`config.mk`:
```
export PLATFORM = sky130hd
export DESIGN_NAME = ddid_decoder
export DESIGN_NICKNAME = d
export VERILOG_FILES = /design/src/hw/ddid_pkg.sv /design/src/hw/ddid_decoder.sv
export SDC_FILE = /design/constraint.sdc
export NUM_CORES = 1
export LEC_CHECK = 0
export BUFFER_PORTS_ARGS = -buffer_cell sky130_fd_sc_hd__buf_4
export CORE_UTILIZATION = 30
export DETAILED_ROUTE_END_ITERATION = 16
export PLACE_DENSITY = 0.52
export SLEW_MARGIN = 20
export SYNTH_ARGS = -nofsm -noshare
export SYNTH_HDL_FRONTEND = slang
export SYNTH_SLANG_ARGS = --single-unit
export TNS_END_PERCENT = 5
```
`constraint.sdc`:
```
create_clock -name clk_i -period 2.8 [get_ports clk_i]
set_clock_uncertainty 0.1 [all_clocks]
set_input_delay 0 -clock clk_i [delete_from_list [all_inputs] [get_ports clk_i]]
set_output_delay 0 -clock clk_i [all_outputs]
set_load 0.01 [all_outputs]
```
`src/hw/ddid_pkg.sv`:
```
// ddid_pkg: constants, codes and carriers for the digital input decoder
// assumes a 40 MHz control clock and a classic wishbone register slave
package ddid_pkg;
  // terminals
  localparam int unsigned NUM_TERM = 5;           // five input terminals
  localparam int unsigned PULSE_TERM_A = 3;       // first pulse-capable terminal
  localparam int unsigned PULSE_TERM_B = 4;       // second pulse-capable terminal, the fifth
  // function-select codes
  localparam logic [5:0] FN_NONE      = 6'h00;
  localparam logic [5:0] FN_RESET     = 6'h01;
  localparam logic [5:0] FN_COAST_N   = 6'h02;
  localparam logic [5:0] FN_RUNOUT_CLR = 6'h03;   // runout_with_alarm_clear
  localparam logic [5:0] FN_QSTOP_N   = 6'h04;
  localparam logic [5:0] FN_DCHALT_N  = 6'h05;    // dc_injection_halt_low_active
  localparam logic [5:0] FN_STOP_N    = 6'h06;
  localparam logic [5:0] FN_START     = 6'h07;
  localparam logic [5:0] FN_LSTART    = 6'h08;
  localparam logic [5:0] FN_REV       = 6'h09;
  localparam logic [5:0] FN_START_REV = 6'h0A;
  localparam logic [5:0] FN_START_CW  = 6'h0B;
  localparam logic [5:0] FN_START_CCW = 6'h0C;
  localparam logic [5:0] FN_FIXSPD    = 6'h0D;    // fixed_speed_override
  localparam logic [5:0] FN_FRZ_REF   = 6'h0E;
  localparam logic [5:0] FN_FRZ_OUT   = 6'h0F;
  localparam logic [5:0] FN_SPD_UP    = 6'h10;
  localparam logic [5:0] FN_SPD_DN    = 6'h11;
  localparam logic [5:0] FN_CATCH     = 6'h13;
  localparam logic [5:0] FN_SLOW      = 6'h14;
  localparam logic [5:0] FN_RAMP2     = 6'h15;
  localparam logic [5:0] FN_PRE_LSB   = 6'h16;
  localparam logic [5:0] FN_PRE_MSB   = 6'h17;
  localparam logic [5:0] FN_PRE_ON    = 6'h18;
  localparam logic [5:0] FN_PSTOP_N   = 6'h1A;
  localparam logic [5:0] FN_PSTARTSTOP = 6'h1B;
  localparam logic [5:0] FN_PULSE_REF = 6'h1C;
  localparam logic [5:0] FN_PULSE_FB  = 6'h1D;
  localparam logic [5:0] FN_PULSE_IN  = 6'h1E;
  localparam logic [5:0] FN_SETUP_LSB = 6'h1F;
  localparam logic [5:0] FN_SETUP_MSB = 6'h20;
  localparam logic [5:0] FN_RST_START = 6'h21;
  localparam logic [5:0] FN_ENC_REF   = 6'h22;
  localparam logic [5:0] FN_ENC_FB    = 6'h23;
  localparam logic [5:0] FN_ENC_IN    = 6'h24;
  // reset values of the function selects per terminal
  localparam logic [5:0] SEL_RST_0 = 6'h07;
  localparam logic [5:0] SEL_RST_1 = 6'h09;
  localparam logic [5:0] SEL_RST_2 = 6'h03;
  localparam logic [5:0] SEL_RST_3 = 6'h0D;
  localparam logic [5:0] SEL_RST_4 = 6'h00;
  // register byte offsets
  localparam logic [7:0] OFS_SEL0   = 8'h00;      // selects at 0x00..0x10
  localparam logic [7:0] OFS_CFG    = 8'h14;      // configuration bits
  localparam logic [7:0] OFS_STATUS = 8'h18;      // command status, read only
  localparam logic [7:0] OFS_STEP   = 8'h1C;      // speed step counter, read only
  // cfg field positions
  localparam int unsigned CFG_CLOSED_LOOP = 0;    // process regulation closed loop
  localparam int unsigned CFG_PULSE_OUT   = 1;    // digital output is pulse output
  localparam int unsigned CFG_DC_TIME_NZ  = 2;    // dc brake time non-zero
  localparam int unsigned CFG_DC_VOLT_NZ  = 3;    // dc brake voltage non-zero
  localparam logic [3:0]  CFG_RST = 4'h0;
  // timing
  localparam int unsigned CLK_HZ      = 40_000_000;
  localparam int unsigned MIN_PULSE_MS = 14;
  localparam int unsigned MIN_PULSE_CYC = (CLK_HZ / 1000) * MIN_PULSE_MS;
  // command outputs
  typedef struct packed {
    logic       coast;       // output stage off
    logic       quick_stop;  // quick stop ramp
    logic       dc_brake;    // dc injection braking
    logic       ramp_stop;   // ramp to standstill
    logic       run;         // run request
    logic       reverse;     // reverse direction
    logic       dir_cw_only; // clockwise only
    logic       dir_ccw_only;// anticlockwise only
    logic       fixed_speed; // fixed speed override
    logic       freeze_ref;  // hold reference
    logic       freeze_out;  // hold output frequency
    logic       ramp2;       // second ramp pair
    logic [1:0] preset_idx;  // preset index
    logic       preset_on;   // preset references active
    logic       catch_up;    // add percentage
    logic       slow_down;   // subtract percentage
    logic [1:0] setup_idx;   // setup index
    logic       pulse_ref;   // pulse reference source
    logic       pulse_fb;    // pulse feedback source
    logic       enc_sel;     // encoder pair selected
  } ddid_cmd_s;
endpackage : ddid_pkg

```
`src/hw/ddid_decoder.sv`:
```
// ddid_decoder: digital input terminal decoder with wishbone registers
// assumes terminals are asynchronous pins; one 40 MHz clock, sync reset
//
// Overview of operation
// - each terminal has its own function code
// - code zero terminal produces no command
// - reset clears alarm on rising edge
// - inverted coast low switches output off
// - coast-reset low coasts, falling edge resets
// - inverted quick stop low uses quick ramp
// - dc brake low, suppressed if time/voltage zero
// - inverted stop low ramps to standstill
// - start high runs, low stops
// - latched start needs 14 ms pulse
// - reversing inverts direction, off in closed loop
// - start-reversing starts, reverses unless start high, not closed loop
// - cw-only and ccw-only restricted starts
// - fixed speed override, blocked by coast, qstop, dc
// - freeze reference held, changed by steps
// - freeze output frequency held, changed by steps
// - fifth terminal pulse ref/fb codes refused with pulse output
// - encoder codes only on pulse terminals, paired
// - 14 ms pulses step speed, down wins
// - ramp2 low first pair, high second
// - preset msb and lsb form index
// - catch-up adds, slow-down subtracts, slow wins
`timescale 1ns/1ps
`default_nettype none
module ddid_decoder #(
  parameter int unsigned MIN_PULSE = ddid_pkg::MIN_PULSE_CYC // 14 ms in cycles
) (
  input  wire logic        clk_i,        // 40 MHz control clock
  input  wire logic        rst_i,        // synchronous reset, active high
  input  wire logic [4:0]  term_i,       // terminal levels, asynchronous
  input  wire logic        wb_cyc_i,     // wishbone cycle
  input  wire logic        wb_stb_i,     // wishbone strobe
  input  wire logic        wb_we_i,      // wishbone write enable
  input  wire logic [7:0]  wb_adr_i,     // wishbone byte address
  input  wire logic [3:0]  wb_sel_i,     // wishbone byte selects
  input  wire logic [31:0] wb_dat_i,     // wishbone write data
  output logic [31:0]      wb_dat_o,     // wishbone read data
  output logic             wb_ack_o,     // wishbone acknowledge
  output ddid_pkg::ddid_cmd_s cmd_o,     // decoded drive commands
  output logic             alarm_clr_o,  // one-cycle alarm reset pulse
  output logic             step_up_o,    // one-cycle +0.1 step pulse
  output logic             step_dn_o     // one-cycle -0.1 step pulse
);
  localparam int unsigned CW = $clog2(MIN_PULSE + 1); // pulse counter width

  // synchroniser and edge state
  logic [4:0] sync1_reg;                 // first stage, read only by second
  logic [4:0] sync2_reg;                 // stable level
  logic [4:0] prev_reg;                  // level one cycle back
  logic [5:0] sel_reg [5];               // function selects
  logic [3:0] cfg_reg;                   // configuration bits
  logic       latch_run_reg;             // latched start state
  logic [CW-1:0] ls_cnt_reg;             // latched start high width
  logic [15:0] step_cnt_reg;             // net step count since reset

  // two-flop synchroniser and edge history
  always_ff @(posedge clk_i) begin
    if (rst_i) begin
      sync1_reg <= 5'h00;
      sync2_reg <= 5'h00;
      prev_reg  <= 5'h00;
    end else begin
      sync1_reg <= term_i;
      sync2_reg <= sync1_reg;
      prev_reg  <= sync2_reg;
    end
  end

  // whether a code is legal for a terminal, given the current config
  function automatic logic code_ok(input int unsigned t, input logic [5:0] c,
                                   input logic pulse_out);
    logic ok;
    ok = 1'b0;
    if (c <= ddid_pkg::FN_SPD_DN || (c >= ddid_pkg::FN_CATCH && c <= ddid_pkg::FN_PRE_ON)
        || (c >= ddid_pkg::FN_SETUP_LSB && c <= ddid_pkg::FN_RST_START))
      ok = 1'b1;
    if (c == ddid_pkg::FN_PSTOP_N || c == ddid_pkg::FN_PSTARTSTOP)
      ok = (t < 2);
    if (c == ddid_pkg::FN_PULSE_REF || c == ddid_pkg::FN_PULSE_FB)
      ok = (t == ddid_pkg::PULSE_TERM_B && !pulse_out) || t == ddid_pkg::PULSE_TERM_A;
    if (c == ddid_pkg::FN_PULSE_IN)
      ok = (t == ddid_pkg::PULSE_TERM_B);
    if (c >= ddid_pkg::FN_ENC_REF && c <= ddid_pkg::FN_ENC_IN)
      ok = (t == ddid_pkg::PULSE_TERM_A || t == ddid_pkg::PULSE_TERM_B);
    return ok;
  endfunction : code_ok

  // wishbone decode
  logic        wb_req;                   // new request this cycle
  logic [2:0]  wb_idx;                   // word index
  assign wb_req = wb_cyc_i && wb_stb_i && !wb_ack_o;
  assign wb_idx = wb_adr_i[4:2];

  // acknowledge one cycle after the request, then drop
  always_ff @(posedge clk_i) begin
    if (rst_i) wb_ack_o <= 1'b0;
    else       wb_ack_o <= wb_req;
  end

  // function-select registers, illegal writes leave the old code
  always_ff @(posedge clk_i) begin
    if (rst_i) begin
      sel_reg[0] <= ddid_pkg::SEL_RST_0;
      sel_reg[1] <= ddid_pkg::SEL_RST_1;
      sel_reg[2] <= ddid_pkg::SEL_RST_2;
      sel_reg[3] <= ddid_pkg::SEL_RST_3;
      sel_reg[4] <= ddid_pkg::SEL_RST_4;
    end else if (wb_req && wb_we_i && wb_sel_i[0] && wb_adr_i[7:5] == 3'h0) begin
      for (int t = 0; t < 5; t++) begin
        if (wb_idx == 3'(t) && code_ok(t, wb_dat_i[5:0], cfg_reg[ddid_pkg::CFG_PULSE_OUT]))
          sel_reg[t] <= wb_dat_i[5:0];
      end
    end
  end

  // configuration register
  always_ff @(posedge clk_i) begin
    if (rst_i)
      cfg_reg <= ddid_pkg::CFG_RST;
    else if (wb_req && wb_we_i && wb_sel_i[0] && wb_adr_i == ddid_pkg::OFS_CFG)
      cfg_reg <= wb_dat_i[3:0];
  end

  // per-function level and edge gathering
  logic [4:0] lvl;                       // stable levels
  logic [4:0] rise;                      // rising edges
  logic [4:0] fall;                      // falling edges
  assign lvl  = sync2_reg;
  assign rise = sync2_reg & ~prev_reg;
  assign fall = ~sync2_reg & prev_reg;

  logic f_coast, f_qstop, f_dc, f_stop, f_start, f_rev, f_srev, f_cw, f_ccw;
  logic f_fix, f_frz_r, f_frz_o, f_up, f_dn, f_catch, f_slow, f_r2;
  logic f_plsb, f_pmsb, f_pon, f_slsb, f_smsb, f_pref, f_pfb, f_enc;
  logic f_rst_ev, f_ls_lvl, f_rs_start;

  // decode each terminal by its own code; code zero matches nothing
  always_comb begin
    {f_coast, f_qstop, f_dc, f_stop, f_start, f_rev, f_srev, f_cw, f_ccw} = '0;
    {f_fix, f_frz_r, f_frz_o, f_up, f_dn, f_catch, f_slow, f_r2} = '0;
    {f_plsb, f_pmsb, f_pon, f_slsb, f_smsb, f_pref, f_pfb, f_enc} = '0;
    {f_rst_ev, f_ls_lvl, f_rs_start} = '0;
    for (int t = 0; t < 5; t++) begin
      unique case (sel_reg[t])
        ddid_pkg::FN_RESET:      f_rst_ev |= rise[t];
        ddid_pkg::FN_COAST_N:    f_coast  |= !lvl[t];
        ddid_pkg::FN_RUNOUT_CLR: begin
          f_coast  |= !lvl[t];
          f_rst_ev |= fall[t];
        end
        ddid_pkg::FN_QSTOP_N:    f_qstop  |= !lvl[t];
        ddid_pkg::FN_DCHALT_N:   f_dc     |= !lvl[t];
        ddid_pkg::FN_STOP_N, ddid_pkg::FN_PSTOP_N: f_stop |= !lvl[t];
        ddid_pkg::FN_START, ddid_pkg::FN_PSTARTSTOP: f_start |= lvl[t];
        ddid_pkg::FN_LSTART:     f_ls_lvl |= lvl[t];
        ddid_pkg::FN_REV:        f_rev    |= lvl[t];
        ddid_pkg::FN_START_REV:  f_srev   |= lvl[t];
        ddid_pkg::FN_START_CW:   f_cw     |= lvl[t];
        ddid_pkg::FN_START_CCW:  f_ccw    |= lvl[t];
        ddid_pkg::FN_FIXSPD:     f_fix    |= lvl[t];
        ddid_pkg::FN_FRZ_REF:    f_frz_r  |= lvl[t];
        ddid_pkg::FN_FRZ_OUT:    f_frz_o  |= lvl[t];
        ddid_pkg::FN_SPD_UP:     f_up     |= lvl[t];
        ddid_pkg::FN_SPD_DN:     f_dn     |= lvl[t];
        ddid_pkg::FN_CATCH:      f_catch  |= lvl[t];
        ddid_pkg::FN_SLOW:       f_slow   |= lvl[t];
        ddid_pkg::FN_RAMP2:      f_r2     |= lvl[t];
        ddid_pkg::FN_PRE_LSB:    f_plsb   |= lvl[t];
        ddid_pkg::FN_PRE_MSB:    f_pmsb   |= lvl[t];
        ddid_pkg::FN_PRE_ON:     f_pon    |= lvl[t];
        ddid_pkg::FN_SETUP_LSB:  f_slsb   |= lvl[t];
        ddid_pkg::FN_SETUP_MSB:  f_smsb   |= lvl[t];
        ddid_pkg::FN_RST_START: begin
          f_rs_start |= lvl[t];
          f_rst_ev   |= rise[t];
        end
        ddid_pkg::FN_PULSE_REF:  f_pref   |= 1'b1;
        ddid_pkg::FN_PULSE_FB:   f_pfb    |= 1'b1;
        ddid_pkg::FN_ENC_REF, ddid_pkg::FN_ENC_FB, ddid_pkg::FN_ENC_IN: f_enc |= 1'b1;
        default: ;                       // no function, pulse input, unused codes
      endcase
    end
  end

  // halt conditions
  logic dc_active;                       // dc braking allowed and requested
  logic halt_any;                        // any stopping command
  logic closed;                          // closed-loop regulation
  assign closed    = cfg_reg[ddid_pkg::CFG_CLOSED_LOOP];
  assign dc_active = f_dc && cfg_reg[ddid_pkg::CFG_DC_TIME_NZ]
                     && cfg_reg[ddid_pkg::CFG_DC_VOLT_NZ];
  assign halt_any  = f_coast || f_qstop || dc_active || f_stop;

  // latched start: high width counted, held until a stop
  always_ff @(posedge clk_i) begin
    if (rst_i) begin
      ls_cnt_reg    <= '0;
      latch_run_reg <= 1'b0;
    end else begin
      if (!f_ls_lvl)
        ls_cnt_reg <= '0;
      else if (ls_cnt_reg != CW'(MIN_PULSE))
        ls_cnt_reg <= ls_cnt_reg + 1'b1;
      if (halt_any)
        latch_run_reg <= 1'b0;
      else if (f_ls_lvl && ls_cnt_reg == CW'(MIN_PULSE - 1))
        latch_run_reg <= 1'b1;
    end
  end

  // speed step pulse qualifier: 14 ms high after a 14 ms low gap
  logic          stp_active;             // freeze mode enables stepping
  logic          stp_lvl;                // combined step input high
  logic          stp_dir_dn;             // down wins when both high
  logic [CW-1:0] hi_cnt_reg;             // high width
  logic [CW-1:0] lo_cnt_reg;             // low width
  logic          armed_reg;              // low gap has been seen
  logic          dn_seen_reg;            // down was high during pulse
  assign stp_active = f_frz_r || f_frz_o;
  assign stp_lvl    = f_up || f_dn;
  assign stp_dir_dn = f_dn;

  always_ff @(posedge clk_i) begin
    if (rst_i) begin
      hi_cnt_reg  <= '0;
      lo_cnt_reg  <= '0;
      armed_reg   <= 1'b1;
      dn_seen_reg <= 1'b0;
      step_up_o   <= 1'b0;
      step_dn_o   <= 1'b0;
    end else begin
      step_up_o <= 1'b0;
      step_dn_o <= 1'b0;
      if (stp_lvl) begin
        lo_cnt_reg <= '0;
        if (hi_cnt_reg != CW'(MIN_PULSE)) hi_cnt_reg <= hi_cnt_reg + 1'b1;
        dn_seen_reg <= dn_seen_reg | stp_dir_dn;
      end else begin
        if (hi_cnt_reg == CW'(MIN_PULSE) && armed_reg && stp_active) begin
          step_up_o <= !dn_seen_reg;
          step_dn_o <= dn_seen_reg;
        end
        if (hi_cnt_reg != '0) armed_reg <= 1'b0;
        else if (lo_cnt_reg == CW'(MIN_PULSE - 1)) armed_reg <= 1'b1;
        hi_cnt_reg  <= '0;
        dn_seen_reg <= 1'b0;
        if (lo_cnt_reg != CW'(MIN_PULSE)) lo_cnt_reg <= lo_cnt_reg + 1'b1;
      end
    end
  end

  // net step count, visible to software
  always_ff @(posedge clk_i) begin
    if (rst_i) step_cnt_reg <= 16'h0000;
    else if (step_up_o) step_cnt_reg <= step_cnt_reg + 16'h0001;
    else if (step_dn_o) step_cnt_reg <= step_cnt_reg - 16'h0001;
  end

  // registered command outputs
  always_ff @(posedge clk_i) begin
    if (rst_i) begin
      cmd_o       <= '0;
      alarm_clr_o <= 1'b0;
    end else begin
      alarm_clr_o         <= f_rst_ev;
      cmd_o.coast         <= f_coast;
      cmd_o.quick_stop    <= f_qstop;
      cmd_o.dc_brake      <= dc_active;
      cmd_o.ramp_stop     <= f_stop;
      cmd_o.run           <= !halt_any && (f_start || latch_run_reg || f_cw || f_ccw
                             || f_rs_start || (f_srev && !closed));
      cmd_o.reverse       <= !closed && (f_rev || (f_srev && !f_start));
      cmd_o.dir_cw_only   <= f_cw;
      cmd_o.dir_ccw_only  <= f_ccw;
      cmd_o.fixed_speed   <= f_fix && !(f_coast || f_qstop || dc_active);
      cmd_o.freeze_ref    <= f_frz_r;
      cmd_o.freeze_out    <= f_frz_o;
      cmd_o.ramp2         <= f_r2;
      cmd_o.preset_idx    <= {f_pmsb, f_plsb};
      cmd_o.preset_on     <= f_pon;
      cmd_o.catch_up      <= f_catch && !f_slow;
      cmd_o.slow_down     <= f_slow;
      cmd_o.setup_idx     <= {f_smsb, f_slsb};
      cmd_o.pulse_ref     <= f_pref;
      cmd_o.pulse_fb      <= f_pfb;
      cmd_o.enc_sel       <= f_enc && (sel_reg[ddid_pkg::PULSE_TERM_A]
                             == sel_reg[ddid_pkg::PULSE_TERM_B]);
    end
  end

  // read data, registered alongside ack; unmapped reads zero
  always_ff @(posedge clk_i) begin
    if (rst_i) wb_dat_o <= 32'h0000_0000;
    else if (wb_req) begin
      wb_dat_o <= 32'h0000_0000;
      if (wb_adr_i[7:5] == 3'h0 && wb_idx < 3'h5)
        wb_dat_o <= {26'h0, sel_reg[wb_idx]};
      else if (wb_adr_i == ddid_pkg::OFS_CFG)
        wb_dat_o <= {28'h0, cfg_reg};
      else if (wb_adr_i == ddid_pkg::OFS_STATUS)
        wb_dat_o <= {10'h000, cmd_o};
      else if (wb_adr_i == ddid_pkg::OFS_STEP)
        wb_dat_o <= {16'h0, step_cnt_reg};
    end
  end

  // assertions
  a_coast_follows: assert property (@(posedge clk_i) disable iff (rst_i)
    f_coast |=> cmd_o.coast) else $error("coast not issued");
  a_dc_gated: assert property (@(posedge clk_i) disable iff (rst_i)
    !cfg_reg[ddid_pkg::CFG_DC_TIME_NZ] |=> !cmd_o.dc_brake) else $error("dc brake not gated");
  a_fix_blocked: assert property (@(posedge clk_i) disable iff (rst_i)
    (f_coast || f_qstop) |=> !cmd_o.fixed_speed) else $error("fixed speed not blocked");
  a_slow_wins: assert property (@(posedge clk_i) disable iff (rst_i)
    !(cmd_o.catch_up && cmd_o.slow_down)) else $error("catch and slow together");
  a_step_excl: assert property (@(posedge clk_i) disable iff (rst_i)
    !(step_up_o && step_dn_o)) else $error("two steps at once");
  a_rev_closed: assert property (@(posedge clk_i) disable iff (rst_i)
    closed && $stable(closed) |=> !cmd_o.reverse) else $error("reverse in closed loop");
  a_latch_halt: assert property (@(posedge clk_i) disable iff (rst_i)
    halt_any |=> !latch_run_reg) else $error("latched run kept after stop");
  a_run_halt: assert property (@(posedge clk_i) disable iff (rst_i)
    halt_any |=> !cmd_o.run) else $error("run during stop");
  a_ack_drop: assert property (@(posedge clk_i) disable iff (rst_i)
    wb_ack_o |=> !wb_ack_o) else $error("ack held two cycles");
  // quick stop follows its inverted input
  a_qstop_follows: assert property (@(posedge clk_i) disable iff (rst_i)
    f_qstop |=> cmd_o.quick_stop) else $error("quick stop not issued");
  // ramp stop follows its inverted input
  a_stop_follows: assert property (@(posedge clk_i) disable iff (rst_i)
    f_stop |=> cmd_o.ramp_stop) else $error("ramp stop not issued");
  // an unhalted start input runs the motor
  a_start_runs: assert property (@(posedge clk_i) disable iff (rst_i)
    (f_start && !halt_any) |=> cmd_o.run) else $error("start not obeyed");
  // zero brake voltage gates dc braking
  a_dc_volt: assert property (@(posedge clk_i) disable iff (rst_i)
    !cfg_reg[ddid_pkg::CFG_DC_VOLT_NZ] |=> !cmd_o.dc_brake) else $error("dc volt gate");
  // latch sets only after a full-width pulse
  a_latch_width: assert property (@(posedge clk_i) disable iff (rst_i)
    $rose(latch_run_reg) |-> ($past(ls_cnt_reg) == CW'(MIN_PULSE - 1)))
    else $error("latched start on short pulse");
  // start-reversing in open loop with start low runs reversed
  a_srev_runs: assert property (@(posedge clk_i) disable iff (rst_i)
    (f_srev && !closed && !halt_any && !f_start) |=> (cmd_o.run && cmd_o.reverse))
    else $error("start-reversing not obeyed");
  // dc braking also blocks fixed speed
  a_fix_dc: assert property (@(posedge clk_i) disable iff (rst_i)
    dc_active |=> !cmd_o.fixed_speed) else $error("fixed speed during dc");
  // freeze commands follow their inputs
  a_frz_ref: assert property (@(posedge clk_i) disable iff (rst_i)
    f_frz_r |=> cmd_o.freeze_ref) else $error("freeze ref not issued");
  a_frz_out: assert property (@(posedge clk_i) disable iff (rst_i)
    f_frz_o |=> cmd_o.freeze_out) else $error("freeze out not issued");
  // encoder needs matching codes on both pulse terminals
  a_enc_pair: assert property (@(posedge clk_i) disable iff (rst_i)
    (sel_reg[ddid_pkg::PULSE_TERM_A] != sel_reg[ddid_pkg::PULSE_TERM_B]) |=> !cmd_o.enc_sel)
    else $error("encoder without pair");
  // a step only while a freeze mode is active
  a_step_frz: assert property (@(posedge clk_i) disable iff (rst_i)
    (step_up_o || step_dn_o) |-> $past(stp_active)) else $error("step without freeze");
  // preset index is msb then lsb
  a_preset_idx: assert property (@(posedge clk_i) disable iff (rst_i)
    1'b1 |=> (cmd_o.preset_idx == {$past(f_pmsb), $past(f_plsb)}))
    else $error("preset index order");
  // the alarm pulse needs a qualifying edge
  a_alarm_edge: assert property (@(posedge clk_i) disable iff (rst_i)
    alarm_clr_o |-> $past(f_rst_ev)) else $error("alarm reset without edge");
  // undefined codes leave the select unchanged
  a_sel_keep: assert property (@(posedge clk_i) disable iff (rst_i)
    (wb_req && wb_we_i && wb_adr_i == ddid_pkg::OFS_SEL0
     && wb_dat_i[5:0] > ddid_pkg::FN_ENC_IN) |=> $stable(sel_reg[0]))
    else $error("undefined code stored");
endmodule : ddid_decoder
`default_nettype wire

```
==> reports/metrics.cfg <==
[run_status]
outcome=complete, no violations

[hold_path]
hold_class=input port to register
hold_depth=3
holdPathEnd=sel_reg[0][5]
hp-start=wb_dat_i[5]

[yosys]
synth_edf_count=30
syn_area_sq_um=9800
synthTopCellsByCount=157 x nor2_1, 146 x dfxtp_1, 74 x nand2_1, 56 x a21oi_1, 54 x nand3_1
yosys_most_used_dff=dfxtp_1
yosysWarnings=0
synth_area_per_cell_sq_um=8.60
ys_ff_latch=176
yosysMostFrequentCell=nor2_1
yosysUniqueCellTypes=82
async_flop_share_pct=0
synth.area.top_cells=dfxtp_1 30%, edfxtp_1 9.2%, nor2_1 6.0%
yosysTopAreaCell=dfxtp_1
synth.top_cell.area_share_pct=29.8
syn_inst=1139
seq_area_frac_synth_pct=39.0

[grt]
grt_pass1_wl_microns=47100
grt_pass1_vias=8340
grt_max_degree=61
antenna_found_initial=0
grt_overflow=0
grt.total_usage_pct=18.1

[floorplan]
die_h_microns=183
initial_utilization_pct=30.7
fp.dieW_microns=183
ios=112
rows=65
fp.dieArea_sq_um=33400
coreArea_sq_um=31900

[place]
portBuffers=72
dp_hpwl_microns=22300
place_ws_ns=0.232
gp_congestion=0.959

[route]
drc=0
ant_nets=0
viasPerCell=5.32
wl_microns=30100
dr.pass1.iters=7
dr.first_iter.drc_count=911
vias=8881
wl_per_cell_microns=18.0

[cells_and_area]
largest_reg_flops=30
fin_nets=1298
drive_gt1_share_pct=15.2
fillers=3324
n_antenna_cell=0
synthToLayoutAreaGrowth_pct=18.0

[timing]
hold_violations=0
finalCritPeriodShare_pct=89.3
slew_viol_final=0
worst_slack_ns=0.301
max_freq_mhz=400
finalSetupViolCount=0
rsz0062_at_grt=no
setup_tns_ns=0
slew_headroom_pct=50.3
period_needed_ns=2.50
worst_slew_pin_slew_ns=0.740

[critical_path]
crit_required_ns=3.02
reg2reg_to=wb_dat_o[3]
crit_type=register to register
r2r-start=sel_reg[0][3]
reg2reg_depth=7
path_max_fanout=9
endpoint_kind=register
startpoint_type=register
reg2reg_slack_ns=0.30
arrival_ns=2.72

[cts]
clk_latency_ns=0.43
clock_sinks=176
ctsRootBufferMaster=clkbuf_16
clkTransAtPathRegs_ns=0.07
cts_tree=yes
cts_made_buffers=17
clk_path_buf_depth=2
cts_setup_buffers=0
cts-htree-levels=4

[flow_run]
cap_violations=0

[power_and_ir_drop]
pwr_density_cell_nw_per_um2=461
p_leak_nw=4.18
peakVddDrop_mv=0.397

-- how the worst max path moves through the flow --
stage | cells after the start | start | end | slack [ns]
6_report | 7 | sel_reg[0][3] | wb_dat_o[3] | 0.30
5_1_grt | 8 | step_up_o | step_cnt_reg[14] | 0.11
4_1_cts | 8 | step_up_o | step_cnt_reg[14] | 0.24
3_5_place_dp | 8 | step_up_o | step_cnt_reg[14] | 0.23
3_3_place_gp | 8 | step_up_o | step_cnt_reg[14] | 0.24
2_1_floorplan | 8 | step_up_o | step_cnt_reg[14] | 0.18
-- critical path: stages, from the launching register on --
cell           delay [ns]
edfxtp_1             0.59
buf_4                0.24
mux4_2               0.45
mux2i_1              0.16
o22ai_1              0.12
nor2_1               0.10
nor3_1               0.05
dlygate4sd3_1        0.58
-- where the power goes --
group / internal [mW] / total, mW / switching [mW]
clock: 1.28 / 2.32 / 1.04
sequential: 2.60 / 2.66 / 0.0586
combinational: 0.145 / 0.350 / 0.205
-- final cells by class --
type	count	area, sq um	share of cell area (%)
clock buffer	20	457	3.95
clock inverter	11	104	0.898
inverter	27	101	0.876
multi-input combinational	865	5480	47.4
sequential	176	3820	33.1
tap	435	544	4.71
timing repair buffer	136	1060	9.15
-- cell families after synthesis --
family / synth area share, %
xor gates and xnor gates: 5.99
buffers and inverters: 5.46
muxes: 3.59
adders and majority gates: 2.76
and+or+nand+nor: 27.9
DFF: 39.0
other: 0.0383
AOI/OAI and AO/OA: 15.3
-- placed cells by master (no fill, tap or decap), types with 16 or more instances in the layout --
cell,Yosys,layout
nor2_1,157,157
dfxtp_1,146,146
buf_4,19,121
nand2_1,74,74
a21oi_1,56,56
nand3_1,54,54
nor3_1,39,39
xnor2_1,37,37
nor2b_1,36,36
nand4_1,33,33
xor2_1,30,30
edfxtp_1,30,30
inv_1,26,26
a22oi_1,25,25
and3_1,21,21
ha_1,20,20
o21ai_0,18,18
clkbuf_16,0,17
mux2i_1,16,16
-- repair_timing --
| item | 4_1_cts | 5_1_grt |
|---|---|---|
| gates resized for setup | 0 | 1 |
| endpoints found under the hold margin | 44 | 0 |
| hold buffers | 15 | 0 |
| setup endpoints to repair | 0 | 1 |
-- metrics by stage --
| step | std cells | hold WS [ns] | util (%) | cell area (sq um) | power, mW |
|---|---|---|---|---|---|
| after floorplan | 1148 | 0.0282 | - | 9830 | 2.92 |
| after global placement | 1624 | 0.128 | 34.0 | 10900 | 3.05 |
| after detailed placement | 1624 | 0.121 | 34.0 | 10900 | 3.05 |
| after CTS | 1670 | 0.00260 | 36.3 | 11600 | 5.41 |
| after global routing | 1670 | 0.0311 | 36.3 | 11600 | 5.54 |
| final | 1670 | 0.0194 | 36.3 | 11600 | 5.33 |
-- per-layer routing --
layer,track usage [%],share of wire (%),up-vias
met3,3.32,6.9,45
met5,0,0,-
met1,25.8,48,4181
met4,6.18,2.3,0
li1,-,-,4290
met2,27.3,43,365
No activity file was read; power rests on OpenSTA's default activity.
